**config.mk**
```make
export PLATFORM = sky130hd
export DESIGN_NAME = sar_core
export DESIGN_NICKNAME = d
export VERILOG_FILES = /design/src/rtl/sar_pkg.sv /design/src/rtl/sar_core.sv
export SDC_FILE = /design/constraint.sdc
export NUM_CORES = 2
export LEC_CHECK = 0
export BUFFER_PORTS_ARGS = -buffer_cell sky130_fd_sc_hd__buf_2
export CAP_MARGIN = 20
export CORE_UTILIZATION = 41
export DETAILED_ROUTE_END_ITERATION = 6
export GPL_ROUTABILITY_DRIVEN = 1
export PLACE_DENSITY_LB_ADDON = 0.25
export SYNTH_ARGS = -nofsm -noshare
export SYNTH_HDL_FRONTEND = slang
export SYNTH_SLANG_ARGS = --single-unit
```
**constraint.sdc**
```tcl
create_clock -name clk_sys_i -period 2.86 [get_ports clk_sys_i]
set_clock_uncertainty 0.05 [all_clocks]
set_input_delay 0 -clock clk_sys_i [delete_from_list [all_inputs] [get_ports clk_sys_i]]
set_output_delay 0 -clock clk_sys_i [all_outputs]
set_load 0.03 [all_outputs]
```
**src/rtl/sar_pkg.sv**
```systemverilog
// Purpose: Constants and types for the spectral alarm reporting block.
// Assumes: 16-bit register words, byte addresses on a 7-bit register port.
// Notes:   Offsets other than the global command word are local choices.
package sar_pkg;
   localparam int          NUM_BANDS     = 6;
   localparam int          NUM_RATES     = 4;
   localparam int          NUM_AXES      = 3;
   // ---------------------------------------------------------------
   // Register byte offsets
   // ---------------------------------------------------------------
   localparam logic [6:0]  OFS_GLOBAL_COMMAND  = 7'h3E;
   localparam logic [6:0]  OFS_BAND_PTR  = 7'h40;
   localparam logic [6:0]  OFS_BAND_LOW  = 7'h42;
   localparam logic [6:0]  OFS_BAND_HIGH = 7'h44;
   localparam logic [6:0]  OFS_TRIG1     = 7'h46; // x, y, z at +0, +2, +4
   localparam logic [6:0]  OFS_TRIG2     = 7'h4C;
   localparam logic [6:0]  OFS_ALARM_CONTROL  = 7'h52;
   localparam logic [6:0]  OFS_AUX_CTRL  = 7'h54;
   localparam logic [6:0]  OFS_STAT      = 7'h56;
   localparam logic [6:0]  OFS_PEAK      = 7'h5C;
   localparam logic [6:0]  OFS_BIN       = 7'h62;
   // ---------------------------------------------------------------
   // Field positions and reset values
   // ---------------------------------------------------------------
   localparam int          CMD_CLEAR_BIT = 9;
   localparam int          CMD_SAVE_BIT  = 12;
   localparam int          ACTL_PIN_BIT  = 6;
   localparam int          ACTL_DLY_LSB  = 8;
   localparam int          AUXC_SEL_LSB  = 2;
   localparam logic [3:0]  AUX_SEL_ALARM = 4'h4;
   localparam logic [15:0] ACTL_RST      = 16'h0080;
   localparam logic [15:0] AUXC_RST      = 16'h0000;
   localparam logic [15:0] STAT_RST      = 16'h0000;

   typedef struct packed {
      logic [1:0]  axis;
      logic [7:0]  idx;
      logic [15:0] mag;
   } sar_bin_t;

   typedef struct packed {
      logic [15:0] stat;
      logic [15:0] peak;
      logic [15:0] bin;
   } sar_axis_hdr_t;

   typedef struct packed {
      logic [5:0]                diag;
      sar_axis_hdr_t [2:0]       ax;
   } sar_hdr_t;

   typedef enum logic [0:0] {
      SAR_IDLE  = 1'b0,
      SAR_ACCUM = 1'b1
   } sar_st_t;
endpackage

```
**src/rtl/sar_core.sv**
```systemverilog
// Purpose: Spectral band alarm evaluation, reporting and alarm pin drive.
// Assumes: Bins, record strobes and register port come from logic on clk_sys_i.
// Notes:   Register reads answer one enabled cycle after the read strobe.
`timescale 1ns/100ps
module sar_core (
   input  wire logic            clk_sys_i,
   input  wire logic            rst_b_i,
   input  wire logic            clk_en_i,
   input  wire logic            reg_wr_i,
   input  wire logic            reg_rd_i,
   input  wire logic [6:0]      reg_addr_i,
   input  wire logic [15:0]     reg_wdata_i,
   output logic      [15:0]     reg_rdata_o,
   input  wire logic [1:0]      rate_sel_i,
   input  wire logic [5:0]      diag_flags_i,
   input  wire logic            rec_start_i,
   input  wire logic            rec_end_i,
   input  wire logic            bin_valid_i,
   input  wire sar_pkg::sar_bin_t bin_i,
   output sar_pkg::sar_hdr_t    hdr_o,
   output logic                 hdr_valid_o,
   output logic                 aux_pin_one_o,
   output logic                 aux_pin_one_oe_b_o,
   output logic                 aux_pin_two_o,
   output logic                 aux_pin_two_oe_b_o
);
   import sar_pkg::*;

   typedef logic [NUM_RATES-1:0][NUM_BANDS-1:0][1:0][7:0] sar_bands_t;

   function automatic logic in_band(input logic [7:0] b, input logic [1:0][7:0] lh);
      in_band = (b >= lh[0]) && (b <= lh[1]);
   endfunction

   // ---------------------------------------------------------------
   // Configuration state
   // ---------------------------------------------------------------
   sar_bands_t                  stage_q, stage_d, active_q, active_d;
   logic                        committed_q, committed_d;
   logic [9:0]                  ptr_q, ptr_d;
   logic [2:0][15:0]            trig1_q, trig1_d, trig2_q, trig2_d;
   logic [15:0]                 actl_q, actl_d, auxc_q, auxc_d;
   logic [15:0]                 rdata_q, rdata_d;
   logic                        wr_en, rd_en;
   logic [2:0]                  band_sel;
   logic [1:0]                  rate_ptr;

   assign wr_en    = reg_wr_i && clk_en_i;
   assign rd_en    = reg_rd_i && clk_en_i;
   assign band_sel = ptr_q[2:0];
   assign rate_ptr = ptr_q[9:8];

   // ---------------------------------------------------------------
   // Evaluation state
   // ---------------------------------------------------------------
   sar_st_t                     st_q, st_d;
   logic [2:0][5:0]             hit1_q, hit1_d, hit2_q, hit2_d;
   logic [2:0][15:0]            wmag_q, wmag_d;
   logic [2:0][7:0]             wbin_q, wbin_d;
   logic [2:0][5:0][1:0][3:0]   pers_q, pers_d;
   sar_hdr_t                    hdr_q, hdr_d;
   logic                        hvld_q, hvld_d;
   logic                        any1, any2, pin_en;
   logic                        rec_close;

   assign rec_close = (st_q == SAR_ACCUM) && rec_end_i && clk_en_i;

   // Register writes and command effects
   always_comb begin
      stage_d     = stage_q;
      active_d    = active_q;
      committed_d = committed_q;
      ptr_d       = ptr_q;
      trig1_d     = trig1_q;
      trig2_d     = trig2_q;
      actl_d      = actl_q;
      auxc_d      = auxc_q;
      if (wr_en) begin
         case (reg_addr_i)
            OFS_GLOBAL_COMMAND: begin
               if (reg_wdata_i[CMD_CLEAR_BIT]) begin
                  stage_d     = '0;
                  active_d    = '0;
                  committed_d = 1'b0;
               // commit staged bands; refused once committed
               end else if (reg_wdata_i[CMD_SAVE_BIT] && !committed_q) begin
                  active_d    = stage_q;
                  committed_d = 1'b1;
               end
            end
            OFS_BAND_PTR:  ptr_d = {reg_wdata_i[9:8], 5'h00, reg_wdata_i[2:0]};
            // per band, per rate boundaries; band 0 and 7 are dropped
            OFS_BAND_LOW: begin
               if (band_sel >= 3'h1 && band_sel <= 3'h6) begin
                  stage_d[rate_ptr][band_sel - 3'h1][0] = reg_wdata_i[7:0];
               end
            end
            OFS_BAND_HIGH: begin
               if (band_sel >= 3'h1 && band_sel <= 3'h6) begin
                  stage_d[rate_ptr][band_sel - 3'h1][1] = reg_wdata_i[7:0];
               end
            end
            OFS_TRIG1:        trig1_d[0] = reg_wdata_i;
            OFS_TRIG1 + 7'h2: trig1_d[1] = reg_wdata_i;
            OFS_TRIG1 + 7'h4: trig1_d[2] = reg_wdata_i;
            OFS_TRIG2:        trig2_d[0] = reg_wdata_i;
            OFS_TRIG2 + 7'h2: trig2_d[1] = reg_wdata_i;
            OFS_TRIG2 + 7'h4: trig2_d[2] = reg_wdata_i;
            OFS_ALARM_CONTROL:     actl_d = {4'h0, reg_wdata_i[11:0]};
            OFS_AUX_CTRL:     auxc_d = reg_wdata_i;
            default: ;
         endcase
      end
   end

   // Read mux, registered so data leaves from a flip-flop
   always_comb begin
      rdata_d = rdata_q;
      if (rd_en) begin
         case (reg_addr_i)
            OFS_BAND_PTR:     rdata_d = {6'h00, ptr_q};
            OFS_BAND_LOW:     rdata_d = {8'h00, stage_q[rate_ptr][band_sel - 3'h1][0]};
            OFS_BAND_HIGH:    rdata_d = {8'h00, stage_q[rate_ptr][band_sel - 3'h1][1]};
            OFS_TRIG1:        rdata_d = trig1_q[0];
            OFS_TRIG1 + 7'h2: rdata_d = trig1_q[1];
            OFS_TRIG1 + 7'h4: rdata_d = trig1_q[2];
            OFS_TRIG2:        rdata_d = trig2_q[0];
            OFS_TRIG2 + 7'h2: rdata_d = trig2_q[1];
            OFS_TRIG2 + 7'h4: rdata_d = trig2_q[2];
            OFS_ALARM_CONTROL:     rdata_d = actl_q;
            OFS_AUX_CTRL:     rdata_d = auxc_q;
            OFS_STAT:         rdata_d = hdr_q.ax[0].stat;
            OFS_STAT + 7'h2:  rdata_d = hdr_q.ax[1].stat;
            OFS_STAT + 7'h4:  rdata_d = hdr_q.ax[2].stat;
            OFS_PEAK:         rdata_d = hdr_q.ax[0].peak;
            OFS_PEAK + 7'h2:  rdata_d = hdr_q.ax[1].peak;
            OFS_PEAK + 7'h4:  rdata_d = hdr_q.ax[2].peak;
            OFS_BIN:          rdata_d = hdr_q.ax[0].bin;
            OFS_BIN + 7'h2:   rdata_d = hdr_q.ax[1].bin;
            OFS_BIN + 7'h4:   rdata_d = hdr_q.ax[2].bin;
            default:          rdata_d = 16'h0000;
         endcase
      end
   end

   // Record accumulation and status build
   always_comb begin
      logic [3:0] dly;
      logic [1:0] ax;
      logic [2:0] crit1, crit2;
      logic       f1, f2, exceed;
      dly    = actl_q[ACTL_DLY_LSB +: 4];
      ax     = bin_i.axis;
      crit1  = 3'h0;
      crit2  = 3'h0;
      f1     = 1'b0;
      f2     = 1'b0;
      exceed = 1'b0;
      st_d   = st_q;
      hit1_d = hit1_q;
      hit2_d = hit2_q;
      wmag_d = wmag_q;
      wbin_d = wbin_q;
      pers_d = pers_q;
      hdr_d  = hdr_q;
      hvld_d = 1'b0;
      case (st_q)
         SAR_IDLE: begin
            if (rec_start_i) begin
               st_d   = SAR_ACCUM;
               hit1_d = '0;
               hit2_d = '0;
               wmag_d = '0;
               wbin_d = '0;
            end
         end
         SAR_ACCUM: begin
            // bins of a disabled axis are ignored
            if (bin_valid_i && ax < 2'd3 && actl_q[ax]) begin
               for (int b = 0; b < NUM_BANDS; b++) begin
                  if (in_band(bin_i.idx, active_q[rate_sel_i][b])) begin
                     if (bin_i.mag > trig1_q[ax]) begin
                        hit1_d[ax][b] = 1'b1;
                        exceed        = 1'b1;
                     end
                     if (bin_i.mag > trig2_q[ax]) begin
                        hit2_d[ax][b] = 1'b1;
                        exceed        = 1'b1;
                     end
                  end
               end
               if (exceed && bin_i.mag > wmag_q[ax]) begin
                  wmag_d[ax] = bin_i.mag;
                  wbin_d[ax] = bin_i.idx;
               end
            end
            if (rec_end_i) begin
               st_d         = SAR_IDLE;
               hvld_d       = 1'b1;
               // header carries the generic diagnostic flags
               hdr_d.diag   = diag_flags_i;
               for (int a = 0; a < NUM_AXES; a++) begin
                  crit1 = 3'h0;
                  crit2 = 3'h0;
                  hdr_d.ax[a].stat = STAT_RST;
                  for (int b = NUM_BANDS - 1; b >= 0; b--) begin
                     // flag only once persistence reaches the delay
                     f1 = hit1_q[a][b] && (pers_q[a][b][0] >= dly);
                     f2 = hit2_q[a][b] && (pers_q[a][b][1] >= dly);
                     pers_d[a][b][0] = !hit1_q[a][b] ? 4'h0 :
                                       (pers_q[a][b][0] == 4'hF ? 4'hF : pers_q[a][b][0] + 4'h1);
                     pers_d[a][b][1] = !hit2_q[a][b] ? 4'h0 :
                                       (pers_q[a][b][1] == 4'hF ? 4'hF : pers_q[a][b][1] + 4'h1);
                     // level-1 at 2n+2, level-2 at 2n+3
                     hdr_d.ax[a].stat[2*b + 4] = f1;
                     hdr_d.ax[a].stat[2*b + 5] = f2;
                     if (f1) crit1 = 3'(b + 1);
                     if (f2) crit2 = 3'(b + 1);
                  end
                  // lowest band at the highest level is most critical
                  hdr_d.ax[a].stat[2:0] = (crit2 != 3'h0) ? crit2 : crit1;
                  // worst magnitude and bin enter the header
                  hdr_d.ax[a].peak = wmag_q[a];
                  hdr_d.ax[a].bin  = {8'h00, wbin_q[a]};
               end
            end
         end
         default: st_d = SAR_IDLE;
      endcase
   end

   // both the function select and the enable bit are needed
   assign pin_en = (auxc_q[AUXC_SEL_LSB +: 4] == AUX_SEL_ALARM) && actl_q[ACTL_PIN_BIT];
   always_comb begin
      any1 = 1'b0;
      any2 = 1'b0;
      for (int a = 0; a < NUM_AXES; a++) begin
         for (int b = 0; b < NUM_BANDS; b++) begin
            any1 = any1 | hdr_q.ax[a].stat[2*b + 4];
            any2 = any2 | hdr_q.ax[a].stat[2*b + 5];
         end
      end
   end

   // Registers; clock enable low freezes everything
   always_ff @(posedge clk_sys_i or negedge rst_b_i) begin
      if (!rst_b_i) begin
         stage_q     <= '0;
         active_q    <= '0;
         committed_q <= 1'b0;
         ptr_q       <= '0;
         trig1_q     <= '0;
         trig2_q     <= '0;
         actl_q      <= ACTL_RST;
         auxc_q      <= AUXC_RST;
         rdata_q     <= 16'h0000;
         st_q        <= SAR_IDLE;
         hit1_q      <= '0;
         hit2_q      <= '0;
         wmag_q      <= '0;
         wbin_q      <= '0;
         pers_q      <= '0;
         hdr_q       <= '0;
         hvld_q      <= 1'b0;
      end else if (clk_en_i) begin
         stage_q     <= stage_d;
         active_q    <= active_d;
         committed_q <= committed_d;
         ptr_q       <= ptr_d;
         trig1_q     <= trig1_d;
         trig2_q     <= trig2_d;
         actl_q      <= actl_d;
         auxc_q      <= auxc_d;
         rdata_q     <= rdata_d;
         st_q        <= st_d;
         hit1_q      <= hit1_d;
         hit2_q      <= hit2_d;
         wmag_q      <= wmag_d;
         wbin_q      <= wbin_d;
         pers_q      <= pers_d;
         hdr_q       <= hdr_d;
         hvld_q      <= hvld_d;
      end
   end

   // pin one warning, pin two critical; released when not enabled
   assign aux_pin_one_o      = pin_en && any1;
   assign aux_pin_two_o      = pin_en && any2;
   assign aux_pin_one_oe_b_o = !pin_en;
   assign aux_pin_two_oe_b_o = !pin_en;
   assign reg_rdata_o        = rdata_q;
   assign hdr_o              = hdr_q;
   assign hdr_valid_o        = hvld_q;
endmodule

```
# [Word-level counts from Yosys, hierarchy flattened]
# Cells that the tools add are included.
# Widths: inputs -> output; s select.
[totals] wordCells=708 output_inout_bits=171 inputBits=65 regBits=1291
[op_classes] reduce_logical=77 bitwise=47 add_sub_neg=37 n_lt_le_gt_ge=62 muxes=254 eq_ne=64
[ops] cell="$mux 384" count=5
[ops] cell="$pmux 384 s3" count=1
[ops] cell="$mux 18" count=47
[ops] cell="$bwmux 384" count=2
[ops] cell="$bmux 96 s2" count=2
[ops] cell="$demux 96 s2" count=2
[ops] cell="$mux 96" count=4
[ops] cell="$pmux 16 s20" count=1
[ops] cell="$mux 4" count=73
[ops] cell="$or 18x18->18" count=12
[ops] cell="$add 4x1->4 const B" count=36
[ops] cell="$eq 4x4->1 const B" count=36
[ops] cell="$ge 4x4->1" count=36
[ops] cell="$mux 48" count=3
[ops] cell="$eq 7x7->1 const B" count=20
[ops] cell="$mux 3" count=46
[ops] cell="$bmux 16 s2" count=3
[ops] cell="$demux 16 s3" count=2
[ops] cell="$mux 16" count=6
[ops] cell="$pmux 48 s2" count=1
[ops] cell="$demux 6 s2" count=6
[ops] cell="$mux 24" count=3
[ops] cell="$pmux 18 s2" count=2
[ops] cell="$logic_and 1x1->1" count=55
[ops] cell="other kinds (37)" count=137

# [Logic depth before layout (Yosys ltp)]
[logic_depth] ltp_word=34 depth_mapped=17 mapped_depth_nobuf=12

# [Worst setup path before layout]
# No wires, ideal clock.
[synth_path] path_kind="in2reg" from="in rate_sel_i[0]" to="reg wmag_q[10] (netlist bit)" t_required_ns=2.694 setup_time_ns=0.116 path_slack_ns=-1.045 arrival_ns=3.740 stages=16 path_buffers=5 path_cell_list="clkbuf_1 > clkbuf_1 > buf_1 > mux4_2 > inv_1 > ha_1 > a21o_1 > a221oi_1 > o21ai_0 > o311ai_0 > nand4_1 > o211ai_1 > buf_2 > buf_2 > nand2_1 > o311ai_0"
[synth_via] elab_chain_cells=29 elab_cells_between_ends=45 cone_classes="12 x order compare; 1 x eq/ne; 24 x mux; 8 x reduce/logical"
[synth_rtl] item="start, declared" line_no="sar_core.sv:14" rtl="input wire logic [1:0] rate_sel_i,"
[synth_rtl] item="$bmux 96 s2 *" line_no="sar_core.sv:181" rtl="if (in_band(bin_i.idx, active_q[rate_sel_i][b])) begin"
[synth_rtl] item="$mux 96 (implied by the code) *" line_no="sar_core.sv:181"
[synth_rtl] item="$ge 8x8->1 / $le 8x8->1 (equally long branches)" line_no="sar_core.sv:32" rtl="in_band = (b >= lh[0]) && (b <= lh[1]);"
[synth_rtl] item="$logic_and 1x1->1" line_no="sar_core.sv:32"
[synth_rtl] item="$mux 1" line_no="sar_core.sv:181"
[synth_rtl] item="$mux 1 (2 in series)"
[synth_rtl] item="$mux 1" line_no="sar_core.sv:182" rtl="if (bin_i.mag > trig1_q[ax]) begin"
[synth_rtl] item="$mux 1" line_no="sar_core.sv:186" rtl="if (bin_i.mag > trig2_q[ax]) begin"
[synth_rtl] item="[... 12 more ...]"
[synth_rtl] item="$mux 1" line_no="sar_core.sv:182"
[synth_rtl] item="$mux 1" line_no="sar_core.sv:186"
[synth_rtl] item="$mux 1 *" line_no="sar_core.sv:181"
[synth_rtl] item="$mux 1 *" line_no="sar_core.sv:179" rtl="if (bin_valid_i && ax < 2'd3 && actl_q[ax]) begin"
[synth_rtl] item="$mux 1 *" line_no="sar_core.sv:167" rtl="case (st_q)"
[synth_rtl] item="$logic_and 1x1->1 *" line_no="sar_core.sv:192" rtl="if (exceed && bin_i.mag > wmag_q[ax]) begin"
[synth_rtl] item="$ne 2x1->1 (no source line) *"
[synth_rtl] item="$reduce_and 4->1 (no source line) *"
[synth_rtl] item="end signal, assigned" line_no="sar_core.sv:278" rtl="wmag_q <= wmag_d;"
[synth_rtl] item="end, declared" line_no="sar_core.sv:58" rtl="logic [2:0][15:0] wmag_q, wmag_d;"
# Every way passes the cells marked *; elsewhere a longest branch is shown, timed or not. The select of a mux whose other input is x is not followed.
# A chain may end at the register's enable or synchronous reset.

# [Worst setup path after layout]
[layout_path] from="reg active_q[6] (netlist bit)" to="reg wbin_q[18] (netlist bit)"
[layout_via] elab_chain_cells=29
[layout_rtl] item="start, declared" line_no="sar_core.sv:38" rtl="sar_bands_t stage_q, stage_d, active_q, active_d;"
[layout_rtl] item="start signal, assigned" line_no="sar_core.sv:267" rtl="active_q <= active_d;"
[layout_rtl] item="$bmux 96 s2 *" line_no="sar_core.sv:181"
[layout_rtl] item="$mux 96 *"
[layout_rtl] item="$ge 8x8->1 *" line_no="sar_core.sv:32"
[layout_rtl] item="$logic_and 1x1->1 *" line_no="sar_core.sv:32"
[layout_rtl] item="$mux 1 *" line_no="sar_core.sv:181"
[layout_rtl] item="$mux 1 * (2 in series)"
[layout_rtl] item="$mux 1" line_no="sar_core.sv:182"
[layout_rtl] item="$mux 1" line_no="sar_core.sv:186"
[layout_rtl] item="[... 12 more ...]"
[layout_rtl] item="$mux 1" line_no="sar_core.sv:182"
[layout_rtl] item="$mux 1" line_no="sar_core.sv:186"
[layout_rtl] item="$mux 1 *" line_no="sar_core.sv:181"
[layout_rtl] item="$mux 1 *" line_no="sar_core.sv:179"
[layout_rtl] item="$mux 1 *" line_no="sar_core.sv:167"
[layout_rtl] item="$logic_and 1x1->1 *" line_no="sar_core.sv:192"
[layout_rtl] item="$ne 2x1->1 (no source line) *"
[layout_rtl] item="$reduce_and 4->1 (no source line) *"
[layout_rtl] item="end signal, assigned" line_no="sar_core.sv:279" rtl="wbin_q <= wbin_d;"
[layout_rtl] item="end, declared" line_no="sar_core.sv:59" rtl="logic [2:0][7:0] wbin_q, wbin_d;"
# Marked as above.

==> impl_metrics.ini <==
[worst_setup_path]
crit_family = compound AO/OA/AOI/OAI gates
path_common_cell = clkbuf_16
crit_chain = mux4_2 -> inv_2 -> ha_4 -> a21o_1 -> a221oi_2 -> o21ai_2 -> o311ai_2 -> buf_4 -> nand4_1 -> o211ai_1 -> buf_6 -> clkbuf_16 -> clkbuf_16 -> nand2_1 -> o311ai_1
critPathCaptureType = flip-flop
crit_path_top_delay_cell = mux4_2
worstSetupStartpointType = flip-flop
path_class = reg -> reg
max_stage_delay_ns = 0.48
critPathMaxFanout = 11
critPathBufInv = 5
cp_data_arrival_time_ns = 4.09
worst_ep_required_time_ns = 3.48

[timing]
finalCritPeriodShare_pct = 121.3
rsz0062_at_grt = true
tightestPinTransition_ns = 1.074
finalHoldViolCount = 0
drv_slew = 0
setup_violations = 94
period_needed_ns = 3.469
fmax_mhz = 288.2
max_slew_margin_pct = 28.41
worst_slack_ns = -0.6094

[clock_network]
cts.clk_slew.worst_paths_ns = 0.06
clk_latency_ns = 0.81
clockBufferDepth = 3
clock-sinks = 1291
cts_tree = yes
htreeDepth = 4
cts_made_buffers = 147
root_buffer = clkbuf_16

[detailed_routing]
num_vias = 54888
dr.pass1.iters = 6
ant_nets = 0
drt_iter0_markers = 5401
wl_per_cell_um = 24.84
vias_per_cell = 5.874
wirelength_mm = 232.1
route.detailed.drc = 0

[pwr]
peakVddDrop_v = 0.0006551
p_leak_nw = 37.06
power.total_mw = 49.15
p_per_area_nw_per_um2 = 589.4

[die]
placementRows = 147
initial_core_util_pct = 41.46
ios = 236
dieWidth_um = 405.9
core_um2 = 161300
dieArea_um2 = 164700
dieHeight_um = 405.9

[global_routing]
grt_first_pass_wirelength_mm = 349.1
grt_pass1_vias = 54615
grt.overflow.total = 0
grt_max_degree = 218
gr-usage-all-layers_pct = 27.93
antenna_found_initial = 5

[final_layout]
nets = 7455
n_fill_cell = 14186
drive_above_1_share_pct = 24.80
final_common_cell = dfrtp_1
layout-area-overhead-vs-synth_pct = 24.69
final_cell_mix = 1285 x dfrtp_1, 883 x nand2_1, 621 x o21ai_0

[synth]
synth-warning-count = 0
yosysSeqAreaShare_pct = 48.31
synth-edff-count = 0
netlist_instances = 6355
synth_top_area_share_pct = 48.27
synth_area_um2 = 66880
ys.flop_type = dfrtp_1
ys_top_cells_by_area = dfrtp_1 48%, mux4_2 6.5%, ha_1 6.1%
synth-seq-cells = 1291
synth.distinct_cells = 75
synth_top_cell_by_area = dfrtp_1
syn_avg_cell_area_um2 = 10.52
async_reset_ff_share_pct = 100.0

[placement]
gp_congestion = 0.9647
dp_hpwl_mm = 159.7
post-place-ws_ns = -0.7920
port_buffers = 208

[run]
drv_cap = 0

[status]
outcome = finished with violations
violations = negative setup slack

[min_path]
hold_path_class = in -> reg
[registers in the layout, summed over array words and instances, names as in the netlist, 18 cells and up]
name      count
active_q    384
stage_q     384
pers_q      144
hdr_o       123
trig1_q      48
trig2_q      48
wmag_q       48
wbin_q       24
hit1_q       18
hit2_q       18
[cells by family (layout without fill, tap and decap cells)]
logic type	count (synthesis)	after routing	share of synthesized area [%]
simple gates	1975	1975	14.42
compound gates	1805	1805	18.21
flops	1291	1291	48.31
buf+inv	584	1384	3.536
mux	370	370	9.371
fa+ha+maj	327	327	6.118
xor+xnor	2	2	0.02620
other cells	1	30	0.005607
[report_power, final]
group | total (mW) | internal, mW | switching, mW
registers | 21.0 | 19.3 | 1.75
logic | 8.15 | 2.99 | 5.16
clock network | 20.0 | 11.9 | 8.08
[final timing paths]
path	slack, ns	end	cells past startpoint	startpoint
worst min-delay path	0.08	trig1_q[45]	3	reg_wdata_i[13]
worst min register to register	0.42	active_q[340]	2	active_q[340]
min in group asynchronous	0.49	hdr_o[148]	4	rst_b_i
worst max-delay path	-0.61	wbin_q[18]	15	active_q[6]
worst max register to register	-0.61	wbin_q[18]	15	active_q[6]
max in group asynchronous	1.51	trig1_q[20]	4	rst_b_i
[per-stage QoR]
stage	util, %	cell area (um^2)	hold WS [ns]	std cells	setup TNS [ns]
finish	51.70	83390	0.07972	9344	-40.69
global placement	46.70	75340	-0.07698	8951	-59.45
floorplan	-	67180	-0.3456	6381	-3.776
CTS	50.86	82040	0.01245	9311	-33.53
global route	51.69	83380	0.06621	9342	-50.51
detailed placement	46.70	75340	-0.05416	8951	-69.11
[layout make-up]
cell class	count	area [um^2]	area share, %
diodes	3	7.507	0.009003
inverters	143	540.5	0.6482
well taps	2160	2703	3.241
clock buffers	214	4367	5.237
clock inverters	53	711.9	0.8538
repair buffers	974	8856	10.62
flip-flops and latches	1291	32320	38.76
multi-input cells	4506	33880	40.63
[routing by layer]
metal,global-route usage [%],up-vias,wire (um)
met5,0,-,13
met4,12.86,2,11660
met3,4.987,519,15770
met2,44.02,2055,106400
met1,37.42,27843,98260
li1,-,24469,-
[cell usage after synthesis (19+ instances only)]
| cell | instances |
|---|---|
| dfrtp_1 | 1290 |
| nand2_1 | 922 |
| o21ai_0 | 638 |
| nand2b_1 | 475 |
| a22o_1 | 401 |
| clkbuf_1 | 331 |
| ha_1 | 327 |
| a21oi_1 | 218 |
| mux4_2 | 192 |
| nor2_1 | 185 |
| nand3_1 | 156 |
| inv_1 | 143 |
| mux2_2 | 129 |
| a22oi_1 | 118 |
| a21o_1 | 97 |
| o311ai_0 | 74 |
| mux2i_1 | 49 |
| nor3_2 | 48 |
| buf_1 | 44 |
| o211ai_1 | 44 |
| and3_1 | 40 |
| o21ai_2 | 40 |
| nor2b_1 | 38 |
| a2bb2oi_1 | 36 |
| buf_4 | 36 |
| buf_2 | 30 |
| o21a_1 | 30 |
| nand4_1 | 28 |
| a221oi_1 | 26 |
| nor3_1 | 19 |
[worst reg2reg max path, cell delays in order, from the launching register on]
cell       delay (ns)
dfrtp_1          0.38
mux4_2           0.48
inv_2            0.09
ha_4             0.19
a21o_1           0.18
a221oi_2         0.25
o21ai_2          0.12
o311ai_2         0.11
buf_4            0.24
nand4_1          0.25
o211ai_1         0.30
buf_6            0.21
clkbuf_16        0.20
clkbuf_16        0.17
nand2_1          0.06
o311ai_1         0.08
[repair_timing]
action                                  in CTS  in global routing
hold buffers                                75                  0
gates resized for setup                    146                196
pin swaps                                   29                 85
hold endpoints to repair                  1811                  0
endpoints found under the setup margin     124                121
gates cloned                                 4                 10
buffers inserted                            16                 28
Note: power is estimated with default switching activity, not from simulation.
